===== config.mk =====
export PLATFORM = sky130hd
export DESIGN_NAME = ssbs_top
export DESIGN_NICKNAME = d
export VERILOG_FILES = /design/src/design/ssbs_pkg.sv /design/src/design/ssbs_top.sv
export VERILOG_INCLUDE_DIRS = /design/src /design/src/design
export SDC_FILE = /design/constraint.sdc
export NUM_CORES = 1
export LEC_CHECK = 0
export BUFFER_PORTS_ARGS = -buffer_cell sky130_fd_sc_hd__buf_2
export CAP_MARGIN = 20
export CORE_MARGIN = 4
export CORE_UTILIZATION = 40
export DETAILED_ROUTE_END_ITERATION = 12
export GPL_TIMING_DRIVEN = 0
export SLEW_MARGIN = 25
export SYNTH_ARGS = -nofsm -noshare
export SYNTH_HDL_FRONTEND = slang
export SYNTH_SLANG_ARGS = --single-unit
export TNS_END_PERCENT = 50

===== constraint.sdc =====
create_clock -name MCLK -period 8 [get_ports MCLK]
set_clock_uncertainty 0.15 [all_clocks]
set_input_delay 0.8 -clock MCLK [delete_from_list [all_inputs] [get_ports MCLK]]
set_output_delay 0.8 -clock MCLK [all_outputs]
set_load 0.02 [all_outputs]

===== src/design/ssbs_consts.svh =====
// constants of the servo stop and brake sequencer
`ifndef SSBS_CONSTS_SVH
`define SSBS_CONSTS_SVH

// ----------------------------------------------------------------
// register map (word index on ADDR)
// ----------------------------------------------------------------
`define SSB_REG_TORQUE_LIMIT 4'h0
`define SSB_REG_SON_WAIT 4'h1
`define SSB_REG_SOFF_WAIT 4'h2
`define SSB_REG_BRAKE_SPEED 4'h3
`define SSB_REG_BRAKE_WAIT 4'h4
`define SSB_REG_OUT_ALLOC 4'h5
`define SSB_REG_STATE 4'h6
`define SSB_REG_SELECT 4'h7
`define SSB_REG_IRQ_STATUS 4'h8
`define SSB_REG_IRQ_MASK 4'h9

// ----------------------------------------------------------------
// reset values and limits
// ----------------------------------------------------------------
`define SSB_TORQUE_RESET 9'h12c
`define SSB_TORQUE_MAX 9'h15e
`define SSB_SON_WAIT_RESET 16'h0000
`define SSB_SOFF_WAIT_RESET 9'h000
`define SSB_BRAKE_SPEED_RESET 7'h64
`define SSB_BRAKE_WAIT_RESET 7'h32
`define SSB_OUT_ALLOC_RESET 12'h000
`define SSB_ALLOC_BRAKE 4'h4

// ----------------------------------------------------------------
// stop selection codes
// ----------------------------------------------------------------
`define SSB_FSEL_DB_DB 2'h1
`define SSB_FSEL_CO_CO 2'h2
`define SSB_LSEL_CO_CO 2'h1
`define SSB_LSEL_RB_ZC 2'h2
`define SSB_LSEL_RB_CO 2'h3
`define SSB_MSEL_DB_DB 3'h1
`define SSB_MSEL_CO_CO 3'h2
`define SSB_MSEL_RB_DB 3'h3
`define SSB_MSEL_RB_CO 3'h4
`define SSB_MSEL_WARN 3'h5

// ----------------------------------------------------------------
// timing
// ----------------------------------------------------------------
`define SSB_CLK_PERIOD_PS 5000
`define SSB_MS_PS 1000000000
`define SSB_WAIT_UNIT_MS 10

// ----------------------------------------------------------------
// interrupt bits
// ----------------------------------------------------------------
`define SSB_IRQ_STOP 0
`define SSB_IRQ_BRAKE 1
`define SSB_IRQ_POWER 2
`define SSB_IRQ_WARN 3

`endif


===== src/design/ssbs_pkg.sv =====
// types of the servo stop and brake sequencer
package ssbs_pkg;

  typedef enum logic [7:0] {
    ST_OFF = 8'h01,
    ST_SON_BRK = 8'h02,
    ST_SON_PWR = 8'h04,
    ST_ON = 8'h08,
    ST_SOFF_WAIT = 8'h10,
    ST_REV_BRAKE = 8'h20,
    ST_COAST_DOWN = 8'h40,
    ST_HOLD = 8'h80
  } ssbs_state_type;

  typedef enum logic [1:0] {
    SM_DB = 2'h0,
    SM_COAST = 2'h1,
    SM_REVERSE = 2'h2,
    SM_NONE = 2'h3
  } ssbs_stop_type;

  typedef enum logic [1:0] {
    PS_COAST = 2'h0,
    PS_DB = 2'h1,
    PS_ZERO_CLAMP = 2'h2,
    PS_OPERATE = 2'h3
  } ssbs_post_type;

  typedef struct packed {
    ssbs_stop_type method;
    ssbs_post_type post;
  } ssbs_pair_type;

  typedef struct packed {
    logic power;
    logic brake_release;
    logic db;
    logic zero_clamp;
    logic torque_en;
  } ssbs_drive_type;

endpackage


===== src/design/ssbs_top.sv =====
// servo stop-method selection and holding-brake sequencer
//
// Our own choices: the register offsets and the strobed register port.
`timescale 1ns/1ps
`default_nettype none
`include "ssbs_consts.svh"

module ssbs_top #(
  parameter int MS_CYCLES = `SSB_MS_PS / `SSB_CLK_PERIOD_PS,
  parameter int PRESC_W = 18
) (
  input wire logic MCLK,
  input wire logic SYS_RST,
  input wire logic CE,
  input wire logic SERVO_ON_CMD,
  input wire logic GROUP_ONE_ALARM,
  input wire logic GROUP_TWO_ALARM,
  input wire logic OVERTRAVEL_STATE,
  input wire logic SAFE_STATE,
  input wire logic [1:0] FAULT_STOP_SELECT,
  input wire logic [1:0] LIMIT_STOP_SELECT,
  input wire logic [2:0] MINOR_FAULT_STOP_SELECT,
  input wire logic [15:0] MOTOR_SPEED,
  input wire logic [3:0] ADDR,
  input wire logic [15:0] WR_DATA,
  input wire logic WR_EN,
  input wire logic RD_EN,
  output logic [15:0] RD_DATA,
  output logic MOTOR_POWER_ON,
  output logic BRAKE_RELEASE_OUT,
  output logic DYNAMIC_BRAKE_STATE,
  output logic ZERO_CLAMP_EN,
  output logic TORQUE_LIMIT_EN,
  output logic [8:0] TORQUE_LIMIT,
  output logic [2:0] OUTPUT_PAIR,
  output logic IRQ
);

  // ----------------------------------------------------------------
  // functions
  // ----------------------------------------------------------------
  function automatic ssbs_pkg::ssbs_pair_type fault_pair(input logic [1:0] s);
    case (s)
      `SSB_FSEL_DB_DB: fault_pair = '{ssbs_pkg::SM_DB, ssbs_pkg::PS_DB};
      `SSB_FSEL_CO_CO: fault_pair = '{ssbs_pkg::SM_COAST, ssbs_pkg::PS_COAST};
      default: fault_pair = '{ssbs_pkg::SM_DB, ssbs_pkg::PS_COAST};
    endcase
  endfunction

  function automatic ssbs_pkg::ssbs_pair_type limit_pair(input logic [1:0] s);
    case (s)
      `SSB_LSEL_CO_CO: limit_pair = '{ssbs_pkg::SM_COAST, ssbs_pkg::PS_COAST};
      `SSB_LSEL_RB_ZC: limit_pair = '{ssbs_pkg::SM_REVERSE, ssbs_pkg::PS_ZERO_CLAMP};
      `SSB_LSEL_RB_CO: limit_pair = '{ssbs_pkg::SM_REVERSE, ssbs_pkg::PS_COAST};
      default: limit_pair = '{ssbs_pkg::SM_DB, ssbs_pkg::PS_COAST};
    endcase
  endfunction

  function automatic ssbs_pkg::ssbs_pair_type minor_pair(input logic [2:0] s);
    case (s)
      `SSB_MSEL_DB_DB: minor_pair = '{ssbs_pkg::SM_DB, ssbs_pkg::PS_DB};
      `SSB_MSEL_CO_CO: minor_pair = '{ssbs_pkg::SM_COAST, ssbs_pkg::PS_COAST};
      `SSB_MSEL_RB_DB: minor_pair = '{ssbs_pkg::SM_REVERSE, ssbs_pkg::PS_DB};
      `SSB_MSEL_RB_CO: minor_pair = '{ssbs_pkg::SM_REVERSE, ssbs_pkg::PS_COAST};
      `SSB_MSEL_WARN: minor_pair = '{ssbs_pkg::SM_NONE, ssbs_pkg::PS_OPERATE};
      default: minor_pair = '{ssbs_pkg::SM_DB, ssbs_pkg::PS_COAST};
    endcase
  endfunction

  function automatic logic [15:0] ten_ms(input logic [8:0] v);
    ten_ms = 16'({7'h00, v} * 16'(`SSB_WAIT_UNIT_MS));
  endfunction

  // output levels follow from the state being entered, its post-stop mode, its stop method and the alarm
  function automatic ssbs_pkg::ssbs_drive_type drive_of(input ssbs_pkg::ssbs_state_type st,
      input ssbs_pkg::ssbs_post_type post, input ssbs_pkg::ssbs_stop_type meth, input logic alarm);
    drive_of = '0;
    case (st)
      ssbs_pkg::ST_SON_BRK: drive_of.brake_release = 1'b1;
      ssbs_pkg::ST_SON_PWR: drive_of.power = 1'b1;
      ssbs_pkg::ST_ON: begin
        drive_of.power = 1'b1;
        drive_of.brake_release = 1'b1;
      end
      ssbs_pkg::ST_SOFF_WAIT: drive_of.power = 1'b1;
      ssbs_pkg::ST_REV_BRAKE: begin
        drive_of.power = 1'b1;
        drive_of.brake_release = 1'b1;
        drive_of.torque_en = 1'b1;
      end
      ssbs_pkg::ST_COAST_DOWN: begin
        drive_of.brake_release = 1'b1;
        drive_of.db = (meth == ssbs_pkg::SM_DB);
      end
      ssbs_pkg::ST_HOLD: begin
        drive_of.power = (post == ssbs_pkg::PS_ZERO_CLAMP) && !alarm;
        drive_of.zero_clamp = (post == ssbs_pkg::PS_ZERO_CLAMP) && !alarm;
        drive_of.db = (post == ssbs_pkg::PS_DB);
      end
      ssbs_pkg::ST_OFF: drive_of.db = (post == ssbs_pkg::PS_DB);
      default: drive_of = '0;
    endcase
  endfunction

  // ----------------------------------------------------------------
  // pin synchronisers and reset-time selection capture
  // ----------------------------------------------------------------
  logic [11:0] pin_meta_reg;
  logic [11:0] pin_sync_reg;
  logic [1:0] fault_sel_reg;
  logic [1:0] limit_sel_reg;
  logic [2:0] minor_sel_reg;
  logic son, g1, g2, ot, safe;

  always_ff @(posedge MCLK) begin
    if (CE) begin
      pin_meta_reg <= {MINOR_FAULT_STOP_SELECT, LIMIT_STOP_SELECT, FAULT_STOP_SELECT,
                       SAFE_STATE, OVERTRAVEL_STATE, GROUP_TWO_ALARM, GROUP_ONE_ALARM, SERVO_ON_CMD};
      pin_sync_reg <= pin_meta_reg;
    end
  end

  // selection straps must be held through reset; changing them later has no effect
  always_ff @(posedge MCLK) begin
    if (SYS_RST && CE) begin
      fault_sel_reg <= pin_sync_reg[6:5];
      limit_sel_reg <= pin_sync_reg[8:7];
      minor_sel_reg <= pin_sync_reg[11:9];
    end
  end

  assign son = pin_sync_reg[0];
  assign g1 = pin_sync_reg[1];
  assign g2 = pin_sync_reg[2];
  assign ot = pin_sync_reg[3];
  assign safe = pin_sync_reg[4];

  // ----------------------------------------------------------------
  // registers
  // ----------------------------------------------------------------
  logic [8:0] torque_reg;
  logic [15:0] son_wait_reg;
  logic [8:0] soff_wait_reg;
  logic [6:0] brake_speed_reg;
  logic [6:0] brake_wait_reg;
  logic [11:0] alloc_reg;
  logic [3:0] irq_status_reg;
  logic [3:0] irq_mask_reg;
  logic [15:0] rd_data_reg;
  logic wr_ok, rd_ok;

  assign wr_ok = CE && WR_EN;
  assign rd_ok = CE && RD_EN;

  always_ff @(posedge MCLK) begin
    if (SYS_RST) begin
      torque_reg <= `SSB_TORQUE_RESET;
      son_wait_reg <= `SSB_SON_WAIT_RESET;
      soff_wait_reg <= `SSB_SOFF_WAIT_RESET;
      brake_speed_reg <= `SSB_BRAKE_SPEED_RESET;
      brake_wait_reg <= `SSB_BRAKE_WAIT_RESET;
      alloc_reg <= `SSB_OUT_ALLOC_RESET;
      irq_mask_reg <= 4'h0;
    end else if (wr_ok) begin
      case (ADDR)
        `SSB_REG_TORQUE_LIMIT: torque_reg <= WR_DATA[8:0];
        `SSB_REG_SON_WAIT: son_wait_reg <= WR_DATA;
        `SSB_REG_SOFF_WAIT: soff_wait_reg <= WR_DATA[8:0];
        `SSB_REG_BRAKE_SPEED: brake_speed_reg <= WR_DATA[6:0];
        `SSB_REG_BRAKE_WAIT: brake_wait_reg <= WR_DATA[6:0];
        `SSB_REG_OUT_ALLOC: alloc_reg <= WR_DATA[11:0];
        `SSB_REG_IRQ_MASK: irq_mask_reg <= WR_DATA[3:0];
        default: ;
      endcase
    end
  end

  // ----------------------------------------------------------------
  // sequencer
  // ----------------------------------------------------------------
  ssbs_pkg::ssbs_state_type state_reg, state_next;
  ssbs_pkg::ssbs_post_type post_reg, post_next;
  ssbs_pkg::ssbs_stop_type meth_reg, meth_next;
  ssbs_pkg::ssbs_pair_type pair;
  ssbs_pkg::ssbs_drive_type drv_reg, drv_next;
  logic alarm_stop, warn, stop_req, stopped, wait_done;
  logic [15:0] son_mag, wait_target;
  logic [15:0] cnt_ms_reg;
  logic [PRESC_W-1:0] presc_reg;
  logic ms_tick;

  assign warn = g2 && (minor_sel_reg == `SSB_MSEL_WARN);
  assign alarm_stop = g1 || (g2 && !warn);
  assign stop_req = alarm_stop || safe || ot || !son;
  assign stopped = MOTOR_SPEED < {9'h000, brake_speed_reg};
  assign son_mag = son_wait_reg[15] ? 16'(-son_wait_reg) : son_wait_reg;

  always_comb begin
    if (g1 || safe) begin
      pair = fault_pair(fault_sel_reg);
    end else if (g2 && !warn) begin
      pair = minor_pair(minor_sel_reg);
    end else if (ot) begin
      pair = limit_pair(limit_sel_reg);
    end else begin
      pair = fault_pair(fault_sel_reg);
    end
  end

  always_comb begin
    case (state_reg)
      ssbs_pkg::ST_SON_BRK, ssbs_pkg::ST_SON_PWR: wait_target = son_mag;
      ssbs_pkg::ST_SOFF_WAIT: wait_target = ten_ms(soff_wait_reg);
      ssbs_pkg::ST_COAST_DOWN: wait_target = ten_ms({2'h0, brake_wait_reg});
      default: wait_target = 16'h0000;
    endcase
  end
  assign wait_done = cnt_ms_reg >= wait_target;

  always_comb begin
    state_next = state_reg;
    post_next = post_reg;
    meth_next = meth_reg;
    case (state_reg)
      ssbs_pkg::ST_OFF: begin
        if (son && !(alarm_stop || safe || ot)) begin
          post_next = ssbs_pkg::PS_OPERATE;
          if (son_wait_reg[15]) begin
            state_next = ssbs_pkg::ST_SON_PWR;
          end else if (son_wait_reg != 16'h0000) begin
            state_next = ssbs_pkg::ST_SON_BRK;
          end else begin
            state_next = ssbs_pkg::ST_ON;
          end
        end
      end
      ssbs_pkg::ST_SON_BRK, ssbs_pkg::ST_SON_PWR, ssbs_pkg::ST_ON: begin
        if (stop_req) begin
          post_next = pair.post;
          meth_next = pair.method;
          if (stopped) begin
            // brake goes on at once; power waits unless an alarm cut it
            state_next = alarm_stop ? ssbs_pkg::ST_HOLD : ssbs_pkg::ST_SOFF_WAIT;
          end else if (pair.method == ssbs_pkg::SM_REVERSE) begin
            state_next = ssbs_pkg::ST_REV_BRAKE;
          end else begin
            state_next = ssbs_pkg::ST_COAST_DOWN;
          end
        end else if (state_reg != ssbs_pkg::ST_ON && wait_done) begin
          state_next = ssbs_pkg::ST_ON;
        end
      end
      ssbs_pkg::ST_SOFF_WAIT: begin
        if (alarm_stop || wait_done) begin
          state_next = ssbs_pkg::ST_HOLD;
        end
      end
      ssbs_pkg::ST_REV_BRAKE: begin
        // a group-one alarm overrides reverse braking and drops power
        if (g1) begin
          meth_next = ssbs_pkg::SM_DB;
          state_next = ssbs_pkg::ST_COAST_DOWN;
        end else if (stopped) begin
          state_next = ssbs_pkg::ST_HOLD;
        end
      end
      ssbs_pkg::ST_COAST_DOWN: begin
        if (stopped || wait_done) begin
          state_next = ssbs_pkg::ST_HOLD;
        end
      end
      ssbs_pkg::ST_HOLD: begin
        if (!(alarm_stop || safe || ot)) begin
          state_next = ssbs_pkg::ST_OFF;
        end
      end
      default: state_next = ssbs_pkg::ST_OFF;
    endcase
    drv_next = drive_of(state_next, post_next, meth_next, alarm_stop);
  end

  always_ff @(posedge MCLK) begin
    if (SYS_RST) begin
      state_reg <= ssbs_pkg::ST_OFF;
      post_reg <= ssbs_pkg::PS_COAST;
      meth_reg <= ssbs_pkg::SM_DB;
      drv_reg <= '0;
    end else if (CE) begin
      state_reg <= state_next;
      post_reg <= post_next;
      meth_reg <= meth_next;
      drv_reg <= drv_next;
    end
  end

  // millisecond timebase restarts on every state change so each wait is exact
  assign ms_tick = presc_reg == PRESC_W'(MS_CYCLES - 1);

  always_ff @(posedge MCLK) begin
    if (SYS_RST) begin
      presc_reg <= '0;
      cnt_ms_reg <= 16'h0000;
    end else if (CE) begin
      if (state_next != state_reg) begin
        presc_reg <= '0;
        cnt_ms_reg <= 16'h0000;
      end else if (ms_tick) begin
        presc_reg <= '0;
        if (!wait_done) begin
          cnt_ms_reg <= cnt_ms_reg + 16'h0001;
        end
      end else begin
        presc_reg <= presc_reg + PRESC_W'(1);
      end
    end
  end

  // ----------------------------------------------------------------
  // outputs
  // ----------------------------------------------------------------
  logic [8:0] torque_out_reg;
  logic [2:0] pair_reg;

  always_ff @(posedge MCLK) begin
    if (SYS_RST) begin
      torque_out_reg <= `SSB_TORQUE_RESET;
      pair_reg <= 3'h0;
    end else if (CE) begin
      // values above the range are clamped rather than passed to the current loop
      torque_out_reg <= (torque_reg > `SSB_TORQUE_MAX) ? `SSB_TORQUE_MAX : torque_reg;
      for (int i = 0; i < 3; i++) begin
        pair_reg[i] <= (alloc_reg[4*i +: 4] == `SSB_ALLOC_BRAKE) && drv_next.brake_release;
      end
    end
  end

  assign MOTOR_POWER_ON = drv_reg.power;
  assign BRAKE_RELEASE_OUT = drv_reg.brake_release;
  assign DYNAMIC_BRAKE_STATE = drv_reg.db;
  assign ZERO_CLAMP_EN = drv_reg.zero_clamp;
  assign TORQUE_LIMIT_EN = drv_reg.torque_en;
  assign TORQUE_LIMIT = torque_out_reg;
  assign OUTPUT_PAIR = pair_reg;

  // ----------------------------------------------------------------
  // interrupts and read-back
  // ----------------------------------------------------------------
  logic [3:0] evt;
  logic irq_clr;

  always_comb begin
    evt = 4'h0;
    evt[`SSB_IRQ_STOP] = CE && (state_reg == ssbs_pkg::ST_ON) && (state_next != ssbs_pkg::ST_ON);
    evt[`SSB_IRQ_BRAKE] = CE && drv_reg.brake_release && !drv_next.brake_release;
    evt[`SSB_IRQ_POWER] = CE && drv_reg.power && !drv_next.power;
    evt[`SSB_IRQ_WARN] = CE && warn;
  end
  assign irq_clr = rd_ok && (ADDR == `SSB_REG_IRQ_STATUS);

  // a new event in the clearing cycle survives the clear
  always_ff @(posedge MCLK) begin
    if (SYS_RST) begin
      irq_status_reg <= 4'h0;
    end else begin
      irq_status_reg <= (irq_clr ? 4'h0 : irq_status_reg) | evt;
    end
  end

  assign IRQ = |(irq_status_reg & irq_mask_reg);

  always_ff @(posedge MCLK) begin
    if (SYS_RST) begin
      rd_data_reg <= 16'h0000;
    end else if (rd_ok) begin
      case (ADDR)
        `SSB_REG_TORQUE_LIMIT: rd_data_reg <= {7'h00, torque_reg};
        `SSB_REG_SON_WAIT: rd_data_reg <= son_wait_reg;
        `SSB_REG_SOFF_WAIT: rd_data_reg <= {7'h00, soff_wait_reg};
        `SSB_REG_BRAKE_SPEED: rd_data_reg <= {9'h000, brake_speed_reg};
        `SSB_REG_BRAKE_WAIT: rd_data_reg <= {9'h000, brake_wait_reg};
        `SSB_REG_OUT_ALLOC: rd_data_reg <= {4'h0, alloc_reg};
        `SSB_REG_STATE: rd_data_reg <= {4'h0, post_reg, meth_reg, state_reg};
        `SSB_REG_SELECT: rd_data_reg <= {9'h000, minor_sel_reg, limit_sel_reg, fault_sel_reg};
        `SSB_REG_IRQ_STATUS: rd_data_reg <= {12'h000, irq_status_reg};
        `SSB_REG_IRQ_MASK: rd_data_reg <= {12'h000, irq_mask_reg};
        default: rd_data_reg <= 16'h0000;
      endcase
    end else if (CE) begin
      rd_data_reg <= 16'h0000;
    end
  end

  assign RD_DATA = rd_data_reg;

  // ----------------------------------------------------------------
  // assertions
  // ----------------------------------------------------------------
  a_alarm_power_cut: assert property (@(posedge MCLK) disable iff (SYS_RST)
    CE && g1 && state_reg != ssbs_pkg::ST_OFF |=> !MOTOR_POWER_ON)
    else $error("power still on after group-one alarm");

  a_stopped_brake_drop: assert property (@(posedge MCLK) disable iff (SYS_RST)
    CE && state_reg == ssbs_pkg::ST_ON && stop_req && stopped |=> !BRAKE_RELEASE_OUT)
    else $error("brake release kept after stop while stopped");

  a_soff_power_held: assert property (@(posedge MCLK) disable iff (SYS_RST)
    CE && state_reg == ssbs_pkg::ST_ON && !son && !alarm_stop && !safe && !ot && stopped
      |=> MOTOR_POWER_ON && state_reg == ssbs_pkg::ST_SOFF_WAIT)
    else $error("servo-off wait skipped");

  a_son_brake_first: assert property (@(posedge MCLK) disable iff (SYS_RST)
    CE && state_reg == ssbs_pkg::ST_OFF && state_next == ssbs_pkg::ST_SON_BRK
      |=> BRAKE_RELEASE_OUT && !MOTOR_POWER_ON)
    else $error("positive servo-on wait order wrong");

  a_son_power_first: assert property (@(posedge MCLK) disable iff (SYS_RST)
    CE && state_reg == ssbs_pkg::ST_OFF && son && !alarm_stop && !safe && !ot && son_wait_reg[15]
      |=> MOTOR_POWER_ON && !BRAKE_RELEASE_OUT)
    else $error("negative servo-on wait order wrong");

  a_zero_clamp_power: assert property (@(posedge MCLK) disable iff (SYS_RST)
    ZERO_CLAMP_EN |-> MOTOR_POWER_ON && !DYNAMIC_BRAKE_STATE)
    else $error("zero clamp without power");

  a_db_no_power: assert property (@(posedge MCLK) disable iff (SYS_RST)
    DYNAMIC_BRAKE_STATE |-> !MOTOR_POWER_ON && !ZERO_CLAMP_EN)
    else $error("dynamic brake with power on");

  a_coast_free: assert property (@(posedge MCLK) disable iff (SYS_RST)
    state_reg == ssbs_pkg::ST_HOLD && post_reg == ssbs_pkg::PS_COAST
      |-> !MOTOR_POWER_ON && !DYNAMIC_BRAKE_STATE)
    else $error("coasting state still drives motor");

  a_speed_brake: assert property (@(posedge MCLK) disable iff (SYS_RST)
    CE && state_reg == ssbs_pkg::ST_COAST_DOWN && stopped |=> !BRAKE_RELEASE_OUT)
    else $error("brake not engaged below speed threshold");

  a_torque_capped: assert property (@(posedge MCLK) disable iff (SYS_RST)
    TORQUE_LIMIT_EN |-> TORQUE_LIMIT <= `SSB_TORQUE_MAX && MOTOR_POWER_ON)
    else $error("reverse brake torque limit out of range");

  a_pair_route: assert property (@(posedge MCLK) disable iff (SYS_RST)
    CE && alloc_reg[3:0] == `SSB_ALLOC_BRAKE |=> OUTPUT_PAIR[0] == BRAKE_RELEASE_OUT)
    else $error("output pair does not follow brake release");

  a_select_frozen: assert property (@(posedge MCLK) disable iff (SYS_RST)
    1'b1 |=> $stable(fault_sel_reg) && $stable(limit_sel_reg) && $stable(minor_sel_reg))
    else $error("stop selection changed outside reset");

  a_brake_wait_bound: assert property (@(posedge MCLK) disable iff (SYS_RST)
    CE && state_reg == ssbs_pkg::ST_COAST_DOWN && wait_done |=> !BRAKE_RELEASE_OUT)
    else $error("brake not engaged after waiting time");

  c_reverse_brake: cover property (@(posedge MCLK) state_reg == ssbs_pkg::ST_REV_BRAKE ##1
    state_reg == ssbs_pkg::ST_HOLD);
  c_zero_clamp: cover property (@(posedge MCLK) ZERO_CLAMP_EN);
  c_coast_timeout: cover property (@(posedge MCLK) state_reg == ssbs_pkg::ST_COAST_DOWN && wait_done && !stopped);
  c_son_neg: cover property (@(posedge MCLK) state_reg == ssbs_pkg::ST_SON_PWR ##1 state_reg == ssbs_pkg::ST_ON);

endmodule

`default_nettype wire


After elaboration in Yosys (flattened, before gate mapping)
Index checks and enable logic that the tools add are counted.
- register bits: 178
- bits of input ports: 53
- logic and storage cells: 176
- eq/ne operators: 46
- magnitude comparators: 3
- muxes and demuxes: 43
- reduce and logical (&&, ||, !) cells: 51
- add/subtract/negate cells: 3
- multipliers: 2
- bitwise gates (word level): 2
- operators by type and width (operator ; count):
    one-hot mux 16 bit (10 select lines) ; 1
    two-way mux 16 bit ; 6
    two-way mux 8 bit ; 10
    one-hot mux 16 bit (3 select lines) ; 1
    one-hot mux 8 bit (6 select lines) ; 1
    two-way mux 18 bit ; 2
    == test 4 x 3 -> 1 bit, second input constant ; 7
    two-way mux 4 bit ; 6
    one-hot mux 4 bit (5 select lines) ; 1
    logical AND 1 bit ; 19
    adder 18 x 1 -> 18 bit, second input constant ; 1
    == test 18 bit, second input constant ; 1
    adder 16 x 1 -> 16 bit, second input constant ; 1
    == test 8 x 1 -> 1 bit, second input constant ; 2
    == test 8 x 2 -> 1 bit, second input constant ; 2
    == test 8 x 3 -> 1 bit, second input constant ; 2
    == test 8 x 4 -> 1 bit, second input constant ; 2
    == test 8 x 5 -> 1 bit, second input constant ; 2
    == test 8 x 6 -> 1 bit, second input constant ; 2
    == test 8 x 7 -> 1 bit, second input constant ; 2
    == test 8 bit, second input constant ; 2
    >= comparator 16 bit ; 1
    less-than comparator 16 x 7 -> 1 bit ; 1
    != test 8 x 4 -> 1 bit, second input constant ; 2
    35 further kinds ; 73

Logic depth before layout (Yosys ltp)
- depth after elaboration: 17
- gate-level depth with buffers: 22
- gate-level depth less buffers: 20

Worst setup path before layout
OpenSTA, ideal clock, no wires.
- kind: reg2reg
- start point: reg soff_wait_reg[1]
- end point: reg pair_reg[0], in the netlist OUTPUT_PAIR[0]
- arrival time: 4.104 ns
- slack: 3.629 ns
- data required time: 7.733 ns
- library setup time: 0.117 ns
- cell stages (with the launch flop): 22
- path buffers: 1
- clock period less this slack: 4.371 ns
- path through: dfxtp_1 ha_1 ha_1 inv_1 fa_1 inv_1 a21oi_1 o21bai_1 a21o_1 a21o_1 a21oi_1 o22a_1 ha_1 and4_1 o211ai_1 o32a_2 and3_1 buf_2 a211oi_2 nand2_1 a211o_1 a22o_1
- cells in the longest elaborated chain, start to end: 11
- RTL lines (item ; RTL line ; RTL):
    start, declared ; ssbs_top.sv:143 ; logic [8:0] soff_wait_reg;
    start signal, assigned ; ssbs_top.sv:159 ; soff_wait_reg <= `SSB_SOFF_WAIT_RESET;
    start signal, assigned ; ssbs_top.sv:168 ; `SSB_REG_SOFF_WAIT: soff_wait_reg <= WR_DATA[8:0];
    multiplier 9 x 3 -> 12 bit (*) ; ssbs_top.sv:71 ; ten_ms = 16'({7'h00, v} * 16'(`SSB_WAIT_UNIT_MS));
    one-hot mux 16 bit (3 select lines) (*) ; ssbs_top.sv:211 ; case (state_reg)
    >= comparator 16 bit (*) ; ssbs_top.sv:218 ; assign wait_done = cnt_ms_reg >= wait_target;
    logical AND 1 bit ; ssbs_top.sv:249 ; end else if (state_reg != ssbs_pkg::ST_ON && wait_done) begin
    two-way mux 8 bit ; ssbs_top.sv:249 ;
    two-way mux 8 bit ; ssbs_top.sv:238 ; if (stop_req) begin
    one-hot mux 8 bit (6 select lines) (*) ; ssbs_top.sv:224 ; case (state_reg)
    == test 8 x 6 -> 1 bit (tied with other cells) ; ssbs_top.sv:78 ; case (st)
    OR reduction 4 bit (no source line) (*) ; -- ;
    two-way mux 1 bit (*) ; ssbs_top.sv:78 ;
    logical AND 1 bit (*) ; ssbs_top.sv:332 ; pair_reg[i] <= (alloc_reg[4*i +: 4] == `SSB_ALLOC_BRAKE) && drv_next.brake_release;
    end signal, assigned by index ; ssbs_top.sv:332 ;
    end, declared ; ssbs_top.sv:322 ; logic [2:0] pair_reg;
Every way passes the cells marked *; elsewhere a longest branch is shown, timed or not.
A chain may end at the register's enable or synchronous reset.

Final worst setup path
- start point: reg soff_wait_reg[1]
- end point: reg cnt_ms_reg[11]
- cells in the longest elaborated chain, start to end: 10
- RTL lines (item ; RTL line ; RTL):
    multiplier 9 x 3 -> 12 bit (*) ; ssbs_top.sv:71 ;
    one-hot mux 16 bit (3 select lines) (*) ; ssbs_top.sv:211 ;
    >= comparator 16 bit (*) ; ssbs_top.sv:218 ;
    logical AND 1 bit ; ssbs_top.sv:249 ;
    two-way mux 8 bit ; ssbs_top.sv:249 ;
    two-way mux 8 bit ; ssbs_top.sv:238 ;
    one-hot mux 8 bit (6 select lines) ; ssbs_top.sv:224 ;
    != test 8 bit ; ssbs_top.sv:304 ; if (state_next != state_reg) begin
    != test 2 x 1 -> 1 bit (no source line) / nonzero test 2 bit (equally long branches) ; -- ;
    AND reduction 3 bit (no source line) ; -- ;
    end signal, assigned ; ssbs_top.sv:310 ; cnt_ms_reg <= cnt_ms_reg + 16'h0001;
    end, declared ; ssbs_top.sv:188 ; logic [15:0] cnt_ms_reg;
Marked as above.

==> summary.md <==
| Metric | Value |
|---|---|
| Worst path top cell family by delay | compound AO/OA/AOI/OAI gates |
| Largest fanout on the critical path | 10 |
| Diode insertion count for antenna repair | 0 |
| Post-synth EDFFs | 31 |
| Synth Net Count | 1,240 |
| Share of layout cells above drive strength 1 | 0.117 |
| Remaining global-route overflow | 0 |
| Number of buffer and inverter stages on the critical path | 4 |
| Worst Path Arrival | 5.53 ns |
| Cell Chain, Critical Path | ha_1 -> ha_1 -> inv_1 -> fa_1 -> inv_1 -> a21oi_1 -> o21bai_1 -> a21o_1 -> a21o_1 -> a21oi_1 -> o22a_1 -> ha_1 -> and4_1 -> o211ai_1 -> o32a_2 -> and3_1 -> buf_2 -> a211oi_2 -> nand3_1 -> nand2b_1 -> buf_2 -> nor2_1 |
| Part of the power in combinational logic | 0.076 |
| Number of synthesized register bits | around 180 |
| Post-detailed-routing wire length | 31,300 microns |
| Max FFs per register | 18 |
| Vias per cell | 5.69 |
| Total power density per cell area | 175 mW/mm^2 |
| Leakage power total | 4.29 nW |
| Clock-pin slew on the worst setup and hold paths | roughly 0.08 ns |
| Sequential power share | 0.488 |
| Class of the most critical setup path | reg2reg |
| Sequential fraction of the synthesis area | 0.400 |
| Crit path time final | about 5.4 ns |
| Filler cells | ~2,400 |
| Hpwl dp | 23,900 microns |
| CTS sink cnt | 178 |
| Cell with the most instances on the worst path | sky130_fd_sc_hd__ha_1 |
| Worst path required time | around 8 ns |
| Worst-case headroom to the max-slew limit | 0.387 |
| Ports placed on the boundary | between 80 and 90 |
| Final period utilization | 0.669 |
| Switching share of power | 0.278 |
| CTS tree | yes |
| Cell count along the critical path | 22 |
| Height of the die | between 150 and 200 microns |
| Remaining design rule violation count | 0 |
| Design internal power | around 1.4 mW |
| Starting density of the core | 0.409 |
| Largest net degree at the start of global routing | 29 |
| Total negative slack | 0 ns |
| Longest individual stage delay on the worst path | roughly 0.42 ns |
| Number of standard-cell rows in the floorplan | 56 |
| Initial antenna violation count | 0 |
| Tightest Hold Check Type | reg2reg |
| Endpoint type of the worst setup path | flip-flop |
| Count of warnings emitted by yosys | 0 |
| Clock tree root buffer cell | sky130_fd_sc_hd__clkbuf_16 |
| Slowest library cell on the worst path | sky130_fd_sc_hd__dfxtp_1 |
| Clock buffers created by TritonCTS | 17 |
| Final count of negative-setup-slack endpoints | 0 |
| Global Route Usage Sum | 0.236 |
| Unrepaired setup endpoints after global routing | false |
| Outcome | finished clean |
| Initial drt markers | 687 |
| Highest achievable clock rate | 187 MHz |
| Max cap viols | 0 |
| TritonRoute pass-1 iters | 6 |
| Post-detailed-route wirelength per cell | 19.9 microns |
| Post-layout nets | about 1,300 |
| Synth unique cells | 73 |
| Post-cts gate resize count | 0 |
| Post-CTS repair timing setup buffer count | 0 |
| Clock buffer depth | 2 |
| Core outline area | 0.0237 sq mm |
| Final estimated routing congestion in global placement | 0.950 |
| Type of element launching the critical path | flip-flop |
| Final count of hold timing violations | 0 |
| Number of I/O port buffers | 83 |
| Sw power | ~540 uW |
| Number of pins exceeding their max-slew limit in the final report | 0 |
| Average cell area after synthesis | 8.53 sq um |
| Layout overhead on the synthesized area | 14.6% |
| Share of flip-flops with an asynchronous set or reset | 0 |
| Maximum ir drop on the vdd rail | 0.000147 V |
| DRT antenna net count | 0 |
| CTS HTree Levels | 4 |
| Commonest register cell after synthesis | sky130_fd_sc_hd__dfxtp_1 |
| Worst Slack Setup Final | ~2.6 ns |
| Gate count of the mapped netlist | between 1,000 and 1,500 |
| Clock Power Share | 0.436 |
| Quantity of hold-fixing buffers added after cts | 0 |
| Die area | 0.0268 sq mm |
| Depth of the worst register-to-register path | 22 |
| Die Width | 164 microns |
| Insertion delay of the later-clocked pin in the worst-skew pair | between 0.4 and 0.5 ns |
| Overall via count from detail_route | between 8,000 and 9,000 |
| Vias in the first global route | 8,627 |
| Syn Std Cell Area | 0.00969 sq mm |
| Worst setup slack before clock tree synthesis | 2.70 ns |
| Wire length of the first global-routing pass | 48,700 microns |
| Slew of the pin with the lowest slew margin | ~0.9 ns |
| Worst Hold Path Cells | 0 |
-- layout by cell type (no fill, tap or decap), drive strengths merged, types with 11 or more instances in the layout --
cell type	count
nand2	154
dfxtp	147
nor2	139
buf	103
a21oi	87
clkbuf	58
ha	49
nand3	41
inv	38
o21ai	35
mux2i	32
edfxtp	31
nor3	28
xor2	23
xnor2	22
a22oi	19
nand2b	15
a221oi	15
and3	13
nand4	13
nor2b	12
a211oi	12
or3	11
a211o	11
-- metrics by stage --
step / power (mW) / instances / hold WS (ns) / instance area [sq um] / util
global placement: 1.11 / 1538 / 0.252 / 10500 / 0.443
CTS: 1.95 / 1570 / 0.274 / 11100 / 0.469
finish: 1.94 / 1570 / 0.272 / 11100 / 0.469
global route: 2.00 / 1570 / 0.279 / 11100 / 0.469
floorplan: 1.04 / 1136 / 0.250 / 9690 / -
detailed placement: 1.11 / 1538 / 0.255 / 10500 / 0.444
-- path summary, 6_finish.rpt --
| check | from | endpoint | slack [ns] |
|---|---|---|---|
| min reg2reg | pin_sync_reg[8] | limit_sel_reg[1] | 0.27 |
| min | pin_sync_reg[8] | limit_sel_reg[1] | 0.27 |
| max reg2reg | soff_wait_reg[1] | cnt_ms_reg[11] | 2.64 |
| max | soff_wait_reg[1] | cnt_ms_reg[11] | 2.64 |
-- synth_stat cells (13+ instances only) --
library cell	count	area [sq um]
sky130_fd_sc_hd__nand2_1	154	578
sky130_fd_sc_hd__xnor2_1	22	193
sky130_fd_sc_hd__dfxtp_1	147	2940
sky130_fd_sc_hd__a22oi_1	19	143
sky130_fd_sc_hd__ha_1	49	613
sky130_fd_sc_hd__a21oi_1	87	435
sky130_fd_sc_hd__nor3_1	25	125
sky130_fd_sc_hd__xor2_1	23	201
sky130_fd_sc_hd__o21ai_0	35	175
sky130_fd_sc_hd__nand2b_1	15	93.8
sky130_fd_sc_hd__a221oi_1	14	123
sky130_fd_sc_hd__nor2_1	139	522
sky130_fd_sc_hd__nand3_1	41	205
sky130_fd_sc_hd__edfxtp_1	31	931
sky130_fd_sc_hd__and3_1	13	81.3
sky130_fd_sc_hd__inv_1	28	105
sky130_fd_sc_hd__clkbuf_1	41	154
sky130_fd_sc_hd__mux2i_1	32	320
-- final cells by class --
| type | count | area, sq um | area share |
|---|---|---|---|
| Multi-Input combinational cell | 869 | 5450 | 0.491 |
| Sequential cell | 178 | 3870 | 0.349 |
| Clock buffer | 17 | 425 | 0.0383 |
| Timing Repair Buffer | 83 | 415 | 0.0374 |
| Tap cell | 319 | 399 | 0.0359 |
| Buffer | 61 | 269 | 0.0242 |
| Clock inverter | 15 | 166 | 0.0150 |
| Inverter | 28 | 105 | 0.00946 |
-- cells by family (layout without fill, tap and decap cells) --
logic type               after synthesis  after routing  share of synthesized area
multiplexers                          34             34                     0.0354
flip-flops                           178            178                      0.400
buffers and inverters                 89            204                     0.0386
AND/OR/NAND/NOR                      481            481                      0.238
XOR/XNOR                              45             45                     0.0407
adder cells (fa/ha/maj)               51             51                     0.0674
AO/OA/AOI/OAI                        258            258                      0.180
-- per-layer routing --
layer	GRT usage	vias to the layer above	part of all wire
met5	0	-	0
met1	0.321	4230	0.44
met2	0.372	340	0.45
met3	0.0376	65	0.072
met4	0.0991	0	0.041
li1	-	4298	-
-- power groups by stage --
stage          Sequential, mW  Combinational [mW]  Clock [mW]
5_1_grt                 0.948               0.161       0.895
2_1_floorplan           0.963              0.0814           0
3_3_place_gp            0.966               0.144           0
3_5_place_dp            0.967               0.145           0
6_report                0.946               0.148       0.845
4_1_cts                 0.946               0.146       0.858
(Power assumes the default switching activity.)
